**config.mk**
```make
export PLATFORM = sky130hd
export DESIGN_NAME = bmcphy_line_phy
export DESIGN_NICKNAME = d
export VERILOG_FILES = /design/src/logic/bmcphy_pkg.sv /design/src/logic/bmcphy_buf2.sv /design/src/logic/bmcphy_line_phy.sv
export SDC_FILE = /design/constraint.sdc
export NUM_CORES = 1
export LEC_CHECK = 0
export BUFFER_PORTS_ARGS = -buffer_cell sky130_fd_sc_hd__clkbuf_2
export CORE_MARGIN = 1.5
export CORE_UTILIZATION = 60
export DETAILED_ROUTE_END_ITERATION = 6
export PLACE_DENSITY = 0.79
export SYNTH_ARGS = -nofsm -noshare
export SYNTH_HDL_FRONTEND = slang
export SYNTH_SLANG_ARGS = --single-unit
```
**constraint.sdc**
```tcl
create_clock -name ref_clk -period 3.2 [get_ports ref_clk]
set_input_delay 0.32 -clock ref_clk [delete_from_list [all_inputs] [get_ports ref_clk]]
set_output_delay 0.32 -clock ref_clk [all_outputs]
set_load 0.02 [all_outputs]
```
**src/logic/bmcphy_pkg.sv**
```systemverilog
// bmcphy_pkg: timing, reset values and state codes of the cc line phy
// assumes a single 25 MHz reference clock for every user of the package
package bmcphy_pkg;

    // ------------------------------------------------------------------
    // timing
    // ------------------------------------------------------------------
    localparam int unsigned CLK_PERIOD_NS             = 40;
    localparam int unsigned UI_TIME_NS                = 3333;  // nominal bit time
    localparam int unsigned TRANSITION_WINDOW_TIME_NS = 20000;
    localparam int unsigned HALF_UI_CYC  = UI_TIME_NS / (2 * CLK_PERIOD_NS);
    localparam int unsigned EDGE_THR_CYC = (3 * UI_TIME_NS) / (4 * CLK_PERIOD_NS);
    localparam int unsigned STALE_CYC    = (2 * UI_TIME_NS) / CLK_PERIOD_NS;
    localparam int unsigned WINDOW_CYC   = TRANSITION_WINDOW_TIME_NS / CLK_PERIOD_NS;
    localparam int unsigned MIN_TRANSITION_COUNT = 3;

    // ------------------------------------------------------------------
    // widths and reset values
    // ------------------------------------------------------------------
    localparam int unsigned CNT_W      = 10;
    localparam logic        LINE_RST   = 1'b0;
    localparam logic        SEL_RST    = 1'b0;  // cc1
    localparam logic [2:0]  TCOUNT_RST = 3'h0;

    typedef logic [CNT_W-1:0] bmcphy_cnt_t;

    typedef enum logic [3:0] {
        TX_IDLE = 4'h1,
        TX_LEAD = 4'h2,
        TX_BITS = 4'h4,
        TX_TAIL = 4'h8
    } bmcphy_tx_st_t;

endpackage

```
**src/logic/bmcphy_buf2.sv**
```systemverilog
// bmcphy_buf2: small valid/ready buffer, two entries by default
// assumes both sides on ref_clk; in_ready and out_valid come from flops
module bmcphy_buf2 #(
    parameter int unsigned W     = 2,
    parameter int unsigned DEPTH = 2
) (
    // clock and reset
    input  wire logic         ref_clk,
    input  wire logic         sys_rst,
    // filling side
    input  wire logic [W-1:0] in_data,
    input  wire logic         in_valid,
    output logic              in_ready,
    // draining side
    output logic [W-1:0]      out_data,
    output logic              out_valid,
    input  wire logic         out_ready
);
    localparam int unsigned AW = (DEPTH > 1) ? $clog2(DEPTH) : 1;
    typedef logic [AW:0] bmcphy_fill_t;

    logic [W-1:0]  mem_q [DEPTH];
    logic [AW-1:0] wp_q;
    logic [AW-1:0] rp_q;
    bmcphy_fill_t  fill_q;
    bmcphy_fill_t  fill_d;
    wire           push = in_valid && in_ready;
    wire           pop  = out_valid && out_ready;

    // fill level next value
    assign fill_d   = fill_q + bmcphy_fill_t'(push) - bmcphy_fill_t'(pop);
    assign out_data = mem_q[rp_q];

    // pointers and flags
    always_ff @(posedge ref_clk or posedge sys_rst) begin
        if (sys_rst) begin
            wp_q      <= '0;
            rp_q      <= '0;
            fill_q    <= '0;
            in_ready  <= 1'b1;
            out_valid <= 1'b0;
        end else begin
            if (push) begin
                wp_q <= (wp_q == AW'(DEPTH - 1)) ? '0 : wp_q + 1'b1;
            end
            if (pop) begin
                rp_q <= (rp_q == AW'(DEPTH - 1)) ? '0 : rp_q + 1'b1;
            end
            fill_q    <= fill_d;
            in_ready  <= fill_d != bmcphy_fill_t'(DEPTH);
            out_valid <= fill_d != '0;
        end
    end

    // storage
    always_ff @(posedge ref_clk) begin
        if (push) begin
            mem_q[wp_q] <= in_data;
        end
    end

endmodule

```
**src/logic/bmcphy_line_phy.sv**
```systemverilog
// bmcphy_line_phy: biphase mark coder, decoder and squelch for one cc pair
// assumes cc pins arrive asynchronously and attach/orientation come from ref_clk logic
module bmcphy_line_phy #(
    parameter int unsigned HALF_UI   = bmcphy_pkg::HALF_UI_CYC,
    parameter int unsigned EDGE_THR  = bmcphy_pkg::EDGE_THR_CYC,
    parameter int unsigned STALE     = bmcphy_pkg::STALE_CYC,
    parameter int unsigned WINDOW    = bmcphy_pkg::WINDOW_CYC,
    parameter int unsigned MIN_TRANS = bmcphy_pkg::MIN_TRANSITION_COUNT
) (
    // clock and reset
    input  wire logic ref_clk,
    input  wire logic sys_rst,
    // attach state and orientation
    input  wire logic attached,
    input  wire logic orient_flip,
    // transmit bit stream
    input  wire logic tx_bit,
    input  wire logic tx_last,
    input  wire logic tx_valid,
    output logic      tx_ready,
    output logic      tx_busy,
    // receive bit stream and squelch
    output logic      rx_bit,
    output logic      rx_bit_valid,
    output logic      rx_active,
    // cc pins
    input  wire logic cc1_in,
    output logic      cc1_out,
    output logic      cc1_oe,
    input  wire logic cc2_in,
    output logic      cc2_out,
    output logic      cc2_oe
);
    typedef bmcphy_pkg::bmcphy_cnt_t bmcphy_cnt_t;
    // ------------------------------------------------------------------
    // orientation latch
    // ------------------------------------------------------------------
    logic att_q;
    logic sel_q;  // 0 selects cc1
    // orientation taken only when the connection starts
    always_ff @(posedge ref_clk or posedge sys_rst) begin
        if (sys_rst) begin
            att_q <= 1'b0;
            sel_q <= bmcphy_pkg::SEL_RST;
        end else begin
            att_q <= attached;
            if (attached && !att_q) begin
                sel_q <= orient_flip;
            end
        end
    end

    // ------------------------------------------------------------------
    // transmit buffer and encoder
    // ------------------------------------------------------------------
    logic [1:0]                f_data;
    logic                      f_valid;
    logic                      f_take;
    bmcphy_pkg::bmcphy_tx_st_t st_q;
    bmcphy_pkg::bmcphy_tx_st_t st_d;
    bmcphy_cnt_t               hc_q;
    logic                      phase_q;
    logic                      phase_d;
    logic                      line_q;
    logic                      line_d;
    logic                      cur_bit_q;
    logic                      cur_last_q;
    logic                      oe1_q;
    logic                      oe2_q;
    bmcphy_buf2 #(.W(2), .DEPTH(2)) u_txbuf (
        .ref_clk   (ref_clk),
        .sys_rst   (sys_rst),
        .in_data   ({tx_last, tx_bit}),
        .in_valid  (tx_valid),
        .in_ready  (tx_ready),
        .out_data  (f_data),
        .out_valid (f_valid),
        .out_ready (f_take)
    );
    // half bit timing and next bit selection
    wire  hc_wrap  = hc_q == bmcphy_cnt_t'(HALF_UI - 1);
    wire  boundary = (st_q == bmcphy_pkg::TX_BITS) && hc_wrap && phase_q;
    wire  mid      = (st_q == bmcphy_pkg::TX_BITS) && hc_wrap && !phase_q;
    wire  cont     = boundary && !cur_last_q && f_valid;
    wire  go_tail  = boundary && !cont;
    wire  lead_end = (st_q == bmcphy_pkg::TX_LEAD) && hc_wrap;
    wire  start    = (st_q == bmcphy_pkg::TX_IDLE) && att_q && f_valid;
    wire  drive_d  = (st_d != bmcphy_pkg::TX_IDLE);
    assign f_take  = lead_end || cont;
    // encoder next state and line level
    always_comb begin
        st_d    = st_q;
        line_d  = line_q;
        phase_d = phase_q;
        unique case (st_q)
            bmcphy_pkg::TX_IDLE: begin
                if (start) begin
                    st_d   = bmcphy_pkg::TX_LEAD;
                    line_d = 1'b0;
                end
            end
            bmcphy_pkg::TX_LEAD: begin
                if (hc_wrap) begin
                    st_d    = bmcphy_pkg::TX_BITS;
                    line_d  = !line_q;
                    phase_d = 1'b0;
                end
            end
            bmcphy_pkg::TX_BITS: begin
                if (mid) begin
                    line_d  = line_q ^ cur_bit_q;
                    phase_d = 1'b1;
                end else if (cont) begin
                    line_d  = !line_q;
                    phase_d = 1'b0;
                end else if (go_tail) begin
                    st_d   = bmcphy_pkg::TX_TAIL;
                    line_d = !line_q;
                end
            end
            bmcphy_pkg::TX_TAIL: begin
                if (hc_wrap) begin
                    st_d = bmcphy_pkg::TX_IDLE;
                end
            end
        endcase
        if (!att_q) begin
            st_d = bmcphy_pkg::TX_IDLE;
        end
    end
    // encoder registers and pin drive
    always_ff @(posedge ref_clk or posedge sys_rst) begin
        if (sys_rst) begin
            st_q       <= bmcphy_pkg::TX_IDLE;
            hc_q       <= '0;
            phase_q    <= 1'b0;
            line_q     <= bmcphy_pkg::LINE_RST;
            cur_bit_q  <= 1'b0;
            cur_last_q <= 1'b0;
            oe1_q      <= 1'b0;
            oe2_q      <= 1'b0;
            tx_busy    <= 1'b0;
        end else begin
            st_q    <= st_d;
            hc_q    <= (st_d != st_q || hc_wrap) ? '0 : hc_q + 1'b1;
            phase_q <= phase_d;
            line_q  <= line_d;
            if (f_take) begin
                cur_bit_q  <= f_data[0];
                cur_last_q <= f_data[1];
            end
            oe1_q   <= drive_d && !sel_q;
            oe2_q   <= drive_d && sel_q;
            tx_busy <= drive_d;
        end
    end
    assign cc1_out = line_q;
    assign cc2_out = line_q;
    assign cc1_oe  = oe1_q;
    assign cc2_oe  = oe2_q;
    // ------------------------------------------------------------------
    // receive synchroniser and decoder
    // ------------------------------------------------------------------
    logic        cc1_m_q;
    logic        cc1_s_q;
    logic        cc2_m_q;
    logic        cc2_s_q;
    logic        prev_q;
    logic        half_q;
    bmcphy_cnt_t ec_q;
    wire         rx_line  = sel_q ? cc2_s_q : cc1_s_q;
    wire         edge_det = rx_line ^ prev_q;
    wire         stale    = ec_q >= bmcphy_cnt_t'(STALE);
    wire         long_gap = ec_q >= bmcphy_cnt_t'(EDGE_THR);

    // two stage pin synchronisers, reset to the released line level
    always_ff @(posedge ref_clk or posedge sys_rst) begin
        if (sys_rst) begin
            cc1_m_q <= 1'b1;  // no false edge after reset
            cc1_s_q <= 1'b1;
            cc2_m_q <= 1'b1;
            cc2_s_q <= 1'b1;
        end else begin
            cc1_m_q <= cc1_in;
            cc1_s_q <= cc1_m_q;
            cc2_m_q <= cc2_in;
            cc2_s_q <= cc2_m_q;
        end
    end
    // edge spacing classifier
    always_ff @(posedge ref_clk or posedge sys_rst) begin
        if (sys_rst) begin
            prev_q       <= 1'b1;
            half_q       <= 1'b0;
            ec_q         <= '0;
            rx_bit       <= 1'b0;
            rx_bit_valid <= 1'b0;
        end else begin
            prev_q       <= rx_line;
            rx_bit_valid <= 1'b0;
            if (!edge_det) begin
                ec_q <= stale ? ec_q : ec_q + 1'b1;
            end else begin
                ec_q <= '0;
                if (stale) begin
                    half_q <= 1'b0;
                end else if (long_gap) begin
                    half_q       <= 1'b0;
                    rx_bit       <= 1'b0;
                    rx_bit_valid <= 1'b1;
                end else if (half_q) begin
                    half_q       <= 1'b0;
                    rx_bit       <= 1'b1;
                    rx_bit_valid <= 1'b1;
                end else begin
                    half_q <= 1'b1;
                end
            end
        end
    end

    // ------------------------------------------------------------------
    // squelch
    // ------------------------------------------------------------------
    bmcphy_cnt_t wc_q;
    logic  [2:0] tc_q;
    wire         w_end = wc_q == bmcphy_cnt_t'(WINDOW - 1);
    wire   [2:0] tc_nx = tc_q + 3'(edge_det);
    wire         hit   = tc_nx >= 3'(MIN_TRANS);
    // transition count per window, held at the minimum once reached
    always_ff @(posedge ref_clk or posedge sys_rst) begin
        if (sys_rst) begin
            wc_q      <= '0;
            tc_q      <= bmcphy_pkg::TCOUNT_RST;
            rx_active <= 1'b0;
        end else begin
            wc_q <= w_end ? '0 : wc_q + 1'b1;
            tc_q <= w_end ? 3'h0 : (hit ? 3'(MIN_TRANS) : tc_nx);
            if (hit) begin
                rx_active <= 1'b1;
            end else if (w_end) begin
                rx_active <= 1'b0;
            end
        end
    end

    // ------------------------------------------------------------------
    // checks
    // ------------------------------------------------------------------
    bmcphy_cnt_t run_q;
    always_ff @(posedge ref_clk or posedge sys_rst) begin
        if (sys_rst) begin
            run_q <= '0;
        end else begin
            run_q <= (line_d != line_q || !drive_d) ? '0 : run_q + 1'b1;
        end
    end
    chk_one_driver: assert property (@(posedge ref_clk) disable iff (sys_rst)
        !(cc1_oe && cc2_oe)) else $error("both cc drivers on");
    chk_idle_release: assert property (@(posedge ref_clk) disable iff (sys_rst)
        (st_q == bmcphy_pkg::TX_IDLE) |-> !cc1_oe && !cc2_oe) else $error("driver on while idle");
    chk_lead_low: assert property (@(posedge ref_clk) disable iff (sys_rst)
        $rose(tx_busy) |-> !cc1_out ##1 !cc1_out) else $error("preamble not low first");
    chk_bit_edge: assert property (@(posedge ref_clk) disable iff (sys_rst)
        (cont || lead_end) |=> $changed(line_q)) else $error("missing bit edge");
    chk_mid_edge: assert property (@(posedge ref_clk) disable iff (sys_rst)
        mid |=> (line_q != $past(line_q)) == $past(cur_bit_q)) else $error("bad mid edge");
    chk_final_edge: assert property (@(posedge ref_clk) disable iff (sys_rst)
        go_tail |=> $changed(line_q) ##1 $stable(line_q)) else $error("no closing edge");
    chk_run_bound: assert property (@(posedge ref_clk) disable iff (sys_rst)
        run_q < bmcphy_cnt_t'(2 * HALF_UI)) else $error("line held over one bit");
    chk_sel_fixed: assert property (@(posedge ref_clk) disable iff (sys_rst)
        att_q && $past(att_q) |-> $stable(sel_q)) else $error("cc line switched");
    chk_drive_side: assert property (@(posedge ref_clk) disable iff (sys_rst)
        (cc1_oe |-> !sel_q) and (cc2_oe |-> sel_q)) else $error("wrong cc line driven");
    chk_sq_active: assert property (@(posedge ref_clk) disable iff (sys_rst)
        hit |=> rx_active) else $error("squelch missed activity");
    chk_sq_idle: assert property (@(posedge ref_clk) disable iff (sys_rst)
        w_end && !hit |=> !rx_active) else $error("squelch missed idle");
    chk_long_zero: assert property (@(posedge ref_clk) disable iff (sys_rst)
        edge_det && long_gap && !stale |=> rx_bit_valid && !rx_bit) else $error("zero lost");
endmodule

```
==> results.txt <==
The horizontal die dimension is 74.74 microns. The core footprint is 4848 sq um. The number of global-route vias before repair came out at around 2000.

The worst register-to-register path ends at u_txbuf.in_ready. The number of cells on the worst reg-to-reg path came out at 10. Static timing analysis puts the maximum clock frequency at 0.3763 GHz.

The fraction of final layout cells sized beyond drive strength 1 is 0.1792. In this run the power spent charging and discharging nets is roughly 750 uW. The reg-to-reg setup timing slack is between 500 and 600 ps. The switching portion of total power came out at 0.3040. The vertical die dimension came out at roughly 75 microns. For the worst-skew pair, the clock arrives at the later sink with an insertion delay of about 340 ps. The total routing resource utilization after global routing is 0.2177. Along the worst path, the maximum fanout reaches 15. The combinational power share came out at 0.229. The top-level port count is 18.

The total of max-cap violations came out at 0. The worst supply voltage drop on vdd is roughly 0.00045 V. The path with the worst hold slack has its endpoint at cc2_m_q. The initial core utilization is 0.6369. The net count of the finished layout is 320. The final-report max-slew violation count is 0. The half-perimeter wire length of the detailed placement result is around 3.7 mm. The count of synthesis-stage warnings from yosys came out at 0. The detailed-route wire length came out at 5.438 mm.

The total nets after synthesis is 298. The congestion estimate from routability-driven global placement came to between 0.8 and 0.9. The part of the cycle the worst path needs is 0.8304.

The maximum buffer depth of the clock tree is 2. The count of nets left with antenna violations once routing finished came out at 0. At the pin with the least slew margin, the transition time is 851.2 ps. The count of port buffers added during placement came out at 17. Setup total negative slack on the finished layout was measured at 0 ps. STA classifies the critical path startpoint as a flip-flop. On the critical path the largest part of the delay comes from simple AND/OR/NAND/NOR gates. The share of total power in sequential cells came out at 0.445. After synthesis the netlist holds a flip-flop and latch count of 65.

The clock tree synthesis step divided the H-tree into 3 levels. The pre-antenna-repair detailed-routing pass consisted of 4 iterations. STA classifies the critical path endpoint as a flip-flop. Counting both buffers and inverters, the worst setup path holds a total of 1. The minimum clock period came out at between 2000 and 3000 ps.

The post-route worst setup slack came out at 542.9 ps. Buffers added to address setup during post-CTS repair amount to 0. The total inserted antenna cells came out at 0. The number of unique standard cell types used by synthesis is between 50 and 60.

The power density over cell area came out at around 720 nW/um^2. The number of rows created at floorplan came out at 25. Clock-pin slew was measured on the worst setup and hold paths at roughly 70 ps. OpenSTA, run right after detailed placement, puts the worst setup slack at 556.3 ps.

The share of total power in the clock network came out at 0.326. The floorplan step defined a die boundary enclosing roughly 5600 sq um. After the first detailed-routing iteration, the DRC count stood at between 90 and 100. The critical path goes through nor4b_1 > nand3_1 > a21o_2 > nor2_1 > ha_1 > inv_1 > ha_1 > xor2_1 > xnor2_1 > or2_2. The endpoint arrival time on the critical path is 2920 ps. Setup repair after global routing left no endpoint under its margin.

The cell with the largest stage delay on the worst path is sky130_fd_sc_hd__dfrtp_1. The count of filler cells inserted in the layout is 358. STA puts the critical path data required time at around 3500 ps. The remaining global-route overflow is 0. The maximum number of pins on one net before global-route repair came out at 24.

Compared with the post-synthesis result, the final layout area differs by 11.83%. The cell count of the worst hold path came out at 1. The headroom to the max-slew limit came out at 0.4163. The number of enable flip-flop cells after synthesis is 4.

The routed layout has between 2000 and 2500 vias. The cell area after technology mapping is about 3000 sq um. In the synthesized netlist the async set-or-reset flop fraction comes to 0.9385.

TritonCTS built the clock tree. In this run the clock root is driven by a sky130_fd_sc_hd__clkbuf_8. The first-pass GRT wire length came out at roughly 9 mm. The start-to-end type of the worst setup path is flip-flop to flip-flop. The leakage power figure came out at around 1.6 nW.

The flip-flop cell with the highest count after synthesis is sky130_fd_sc_hd__dfrtp_1. In this run the critical register-to-register path is launched from st_q[2]. The number of endpoints with negative hold slack in the final report is 0. The initial antenna violation count was 0. The min-delay analysis places its worst path in the category input port to flip-flop. The routed length per placed instance came out at approximately 15 microns. The count of mapped cells out of synthesis came out at 280. The DRC violation count after routing came out at 0. The synthesized area per cell came out at between 10 and 15 sq um. The run finished with clean final reports. The clock net sink count is 65.

The delay contributed by the slowest stage of the critical path came out at 590 ps. In this design, the critical path's most frequently occurring cell is sky130_fd_sc_hd__ha_1. The sequential cell area fraction in the yosys report came out at 0.5361.

The worst hold path begins at cc2_in. The number of buffers created by CTS came out at 9. The internal power contribution is ~1.7 mW. The via count normalized by instance count is about 5.6. Across the routed clock network, the largest skew measured is 4.000 ps. Setup violations remaining at the end of the flow were counted as 0.
-- cell usage in the layout, fill, tap and decap left out, drive strengths merged, types with 3 or more instances in the layout --
master	instances
ha	9
buf	3
nor3	5
and3	6
nor4	8
nor2	31
mux2i	5
a31oi	5
nand3	11
o31ai	3
edfxtp	4
and2	3
dfstp	7
nor2b	6
inv	14
a21oi	5
nand2	16
nor3b	4
o21ai	12
dfrtp	54
xor2	12
clkbuf	29
xnor2	16
-- power by group through the flow --
stage / sequential (mW) / clock (mW) / combinational (mW)
5_1_grt: 1.12 / 0.859 / 0.636
2_1_floorplan: 1.09 / 0 / 0.452
4_1_cts: 1.10 / 0.822 / 0.572
3_3_place_gp: 1.11 / 0 / 0.542
6_report: 1.10 / 0.808 / 0.568
3_5_place_dp: 1.11 / 0 / 0.564
-- synth_stat cells, drive strengths merged, types with 3 or more instances --
cell type / instances / area share
nand2: 16 / 0.019
o21ai: 12 / 0.019
and2: 3 / 0.0065
dfrtp: 54 / 0.44
xor2: 12 / 0.034
nand3: 11 / 0.018
nor3: 5 / 0.0081
and3: 6 / 0.012
nor3b: 4 / 0.0097
buf: 7 / 0.021
dfstp: 7 / 0.060
mux2i: 5 / 0.016
inv: 14 / 0.017
nor2b: 6 / 0.012
edfxtp: 4 / 0.039
xnor2: 16 / 0.045
o31ai: 3 / 0.0073
a31oi: 5 / 0.010
nor2: 31 / 0.038
nor4: 8 / 0.021
ha: 9 / 0.036
a21oi: 5 / 0.0081
clkbuf: 3 / 0.0036
-- repair_timing --
item,in CTS,in global routing
hold endpoints to repair,19,0
gates resized for setup,0,0
hold buffers,1,0
-- worst max path at each step --
stage | slack [ps] | to | cells past startpoint | from
after detailed placement | 560 | u_txbuf.in_ready | 10 | hc_q[7]
after global routing | 310 | u_txbuf.in_ready | 10 | st_q[2]
after CTS | 540 | u_txbuf.in_ready | 10 | st_q[2]
after global placement | 640 | u_txbuf.in_ready | 9 | st_q[3]
final | 540 | u_txbuf.in_ready | 10 | st_q[2]
after floorplan | 740 | u_txbuf.in_ready | 10 | st_q[0]
-- layout make-up --
type | count | area (sq um) | share of cell area
Clock buffer | 12 | 165.2 | 0.04783
Clock inverter | 4 | 73.82 | 0.02138
Inverter | 14 | 52.55 | 0.01522
Multi-Input combinational cell | 191 | 1305 | 0.3779
Sequential cell | 65 | 1655 | 0.4793
Tap cell | 67 | 83.83 | 0.02428
Timing Repair Buffer | 21 | 117.6 | 0.03406
-- metal layers --
metal	vias up	track usage	wire length [microns]
li1	1015	-	-
met1	1015	0.2621	2397
met2	44	0.3601	2728
met3	13	0.07095	213
met4	0	0.09495	99
met5	-	0	0
-- worst reg2reg max path, stage by stage (launching register included) --
cell and delay (ps):
sky130_fd_sc_hd__dfrtp_1 590, sky130_fd_sc_hd__nor4b_1 380, sky130_fd_sc_hd__nand3_1 140, sky130_fd_sc_hd__a21o_2 270
sky130_fd_sc_hd__nor2_1 160, sky130_fd_sc_hd__ha_1 260, sky130_fd_sc_hd__inv_1 60, sky130_fd_sc_hd__ha_1 140
sky130_fd_sc_hd__xor2_1 180, sky130_fd_sc_hd__xnor2_1 120, sky130_fd_sc_hd__or2_2 280
-- cell families (layout without fill, tap and decap cells) --
| logic type | after synthesis | in the layout | synth area share |
|---|---|---|---|
| mux | 6 | 6 | 0.01985 |
| flops | 65 | 65 | 0.5361 |
| compound gates | 37 | 37 | 0.08955 |
| xor+xnor | 28 | 28 | 0.07941 |
| fa+ha+maj | 9 | 9 | 0.03647 |
| other cells | 1 | 1 | 0.001214 |
| buf+inv | 24 | 51 | 0.04133 |
| simple gates | 110 | 110 | 0.1961 |
-- state kept, by name, indices dropped and copies added, names as in the netlist, 2 cells and up --
| signal | count |
|---|---|
| ec_q | 10 |
| hc_q | 10 |
| wc_q | 10 |
| st_q | 4 |
| u_txbuf.mem_q | 4 |
| tc_q | 3 |
| u_txbuf.fill_q | 2 |
-- per-stage QoR --
stage | instances | utilization | area, sq um | total power [mW] | hold slack, ps
6_report | 374 | 0.7123 | 3453 | 2.479 | 70.21
5_1_grt | 374 | 0.7123 | 3453 | 2.619 | 47.77
4_1_cts | 374 | 0.7123 | 3453 | 2.493 | 61.13
3_5_place_dp | 357 | 0.6609 | 3204 | 1.678 | 336.8
3_3_place_gp | 357 | 0.6609 | 3204 | 1.652 | 339.2
2_1_floorplan | 280 | - | 3088 | 1.546 | 324.5
Note: power is estimated with default switching activity, not from simulation.
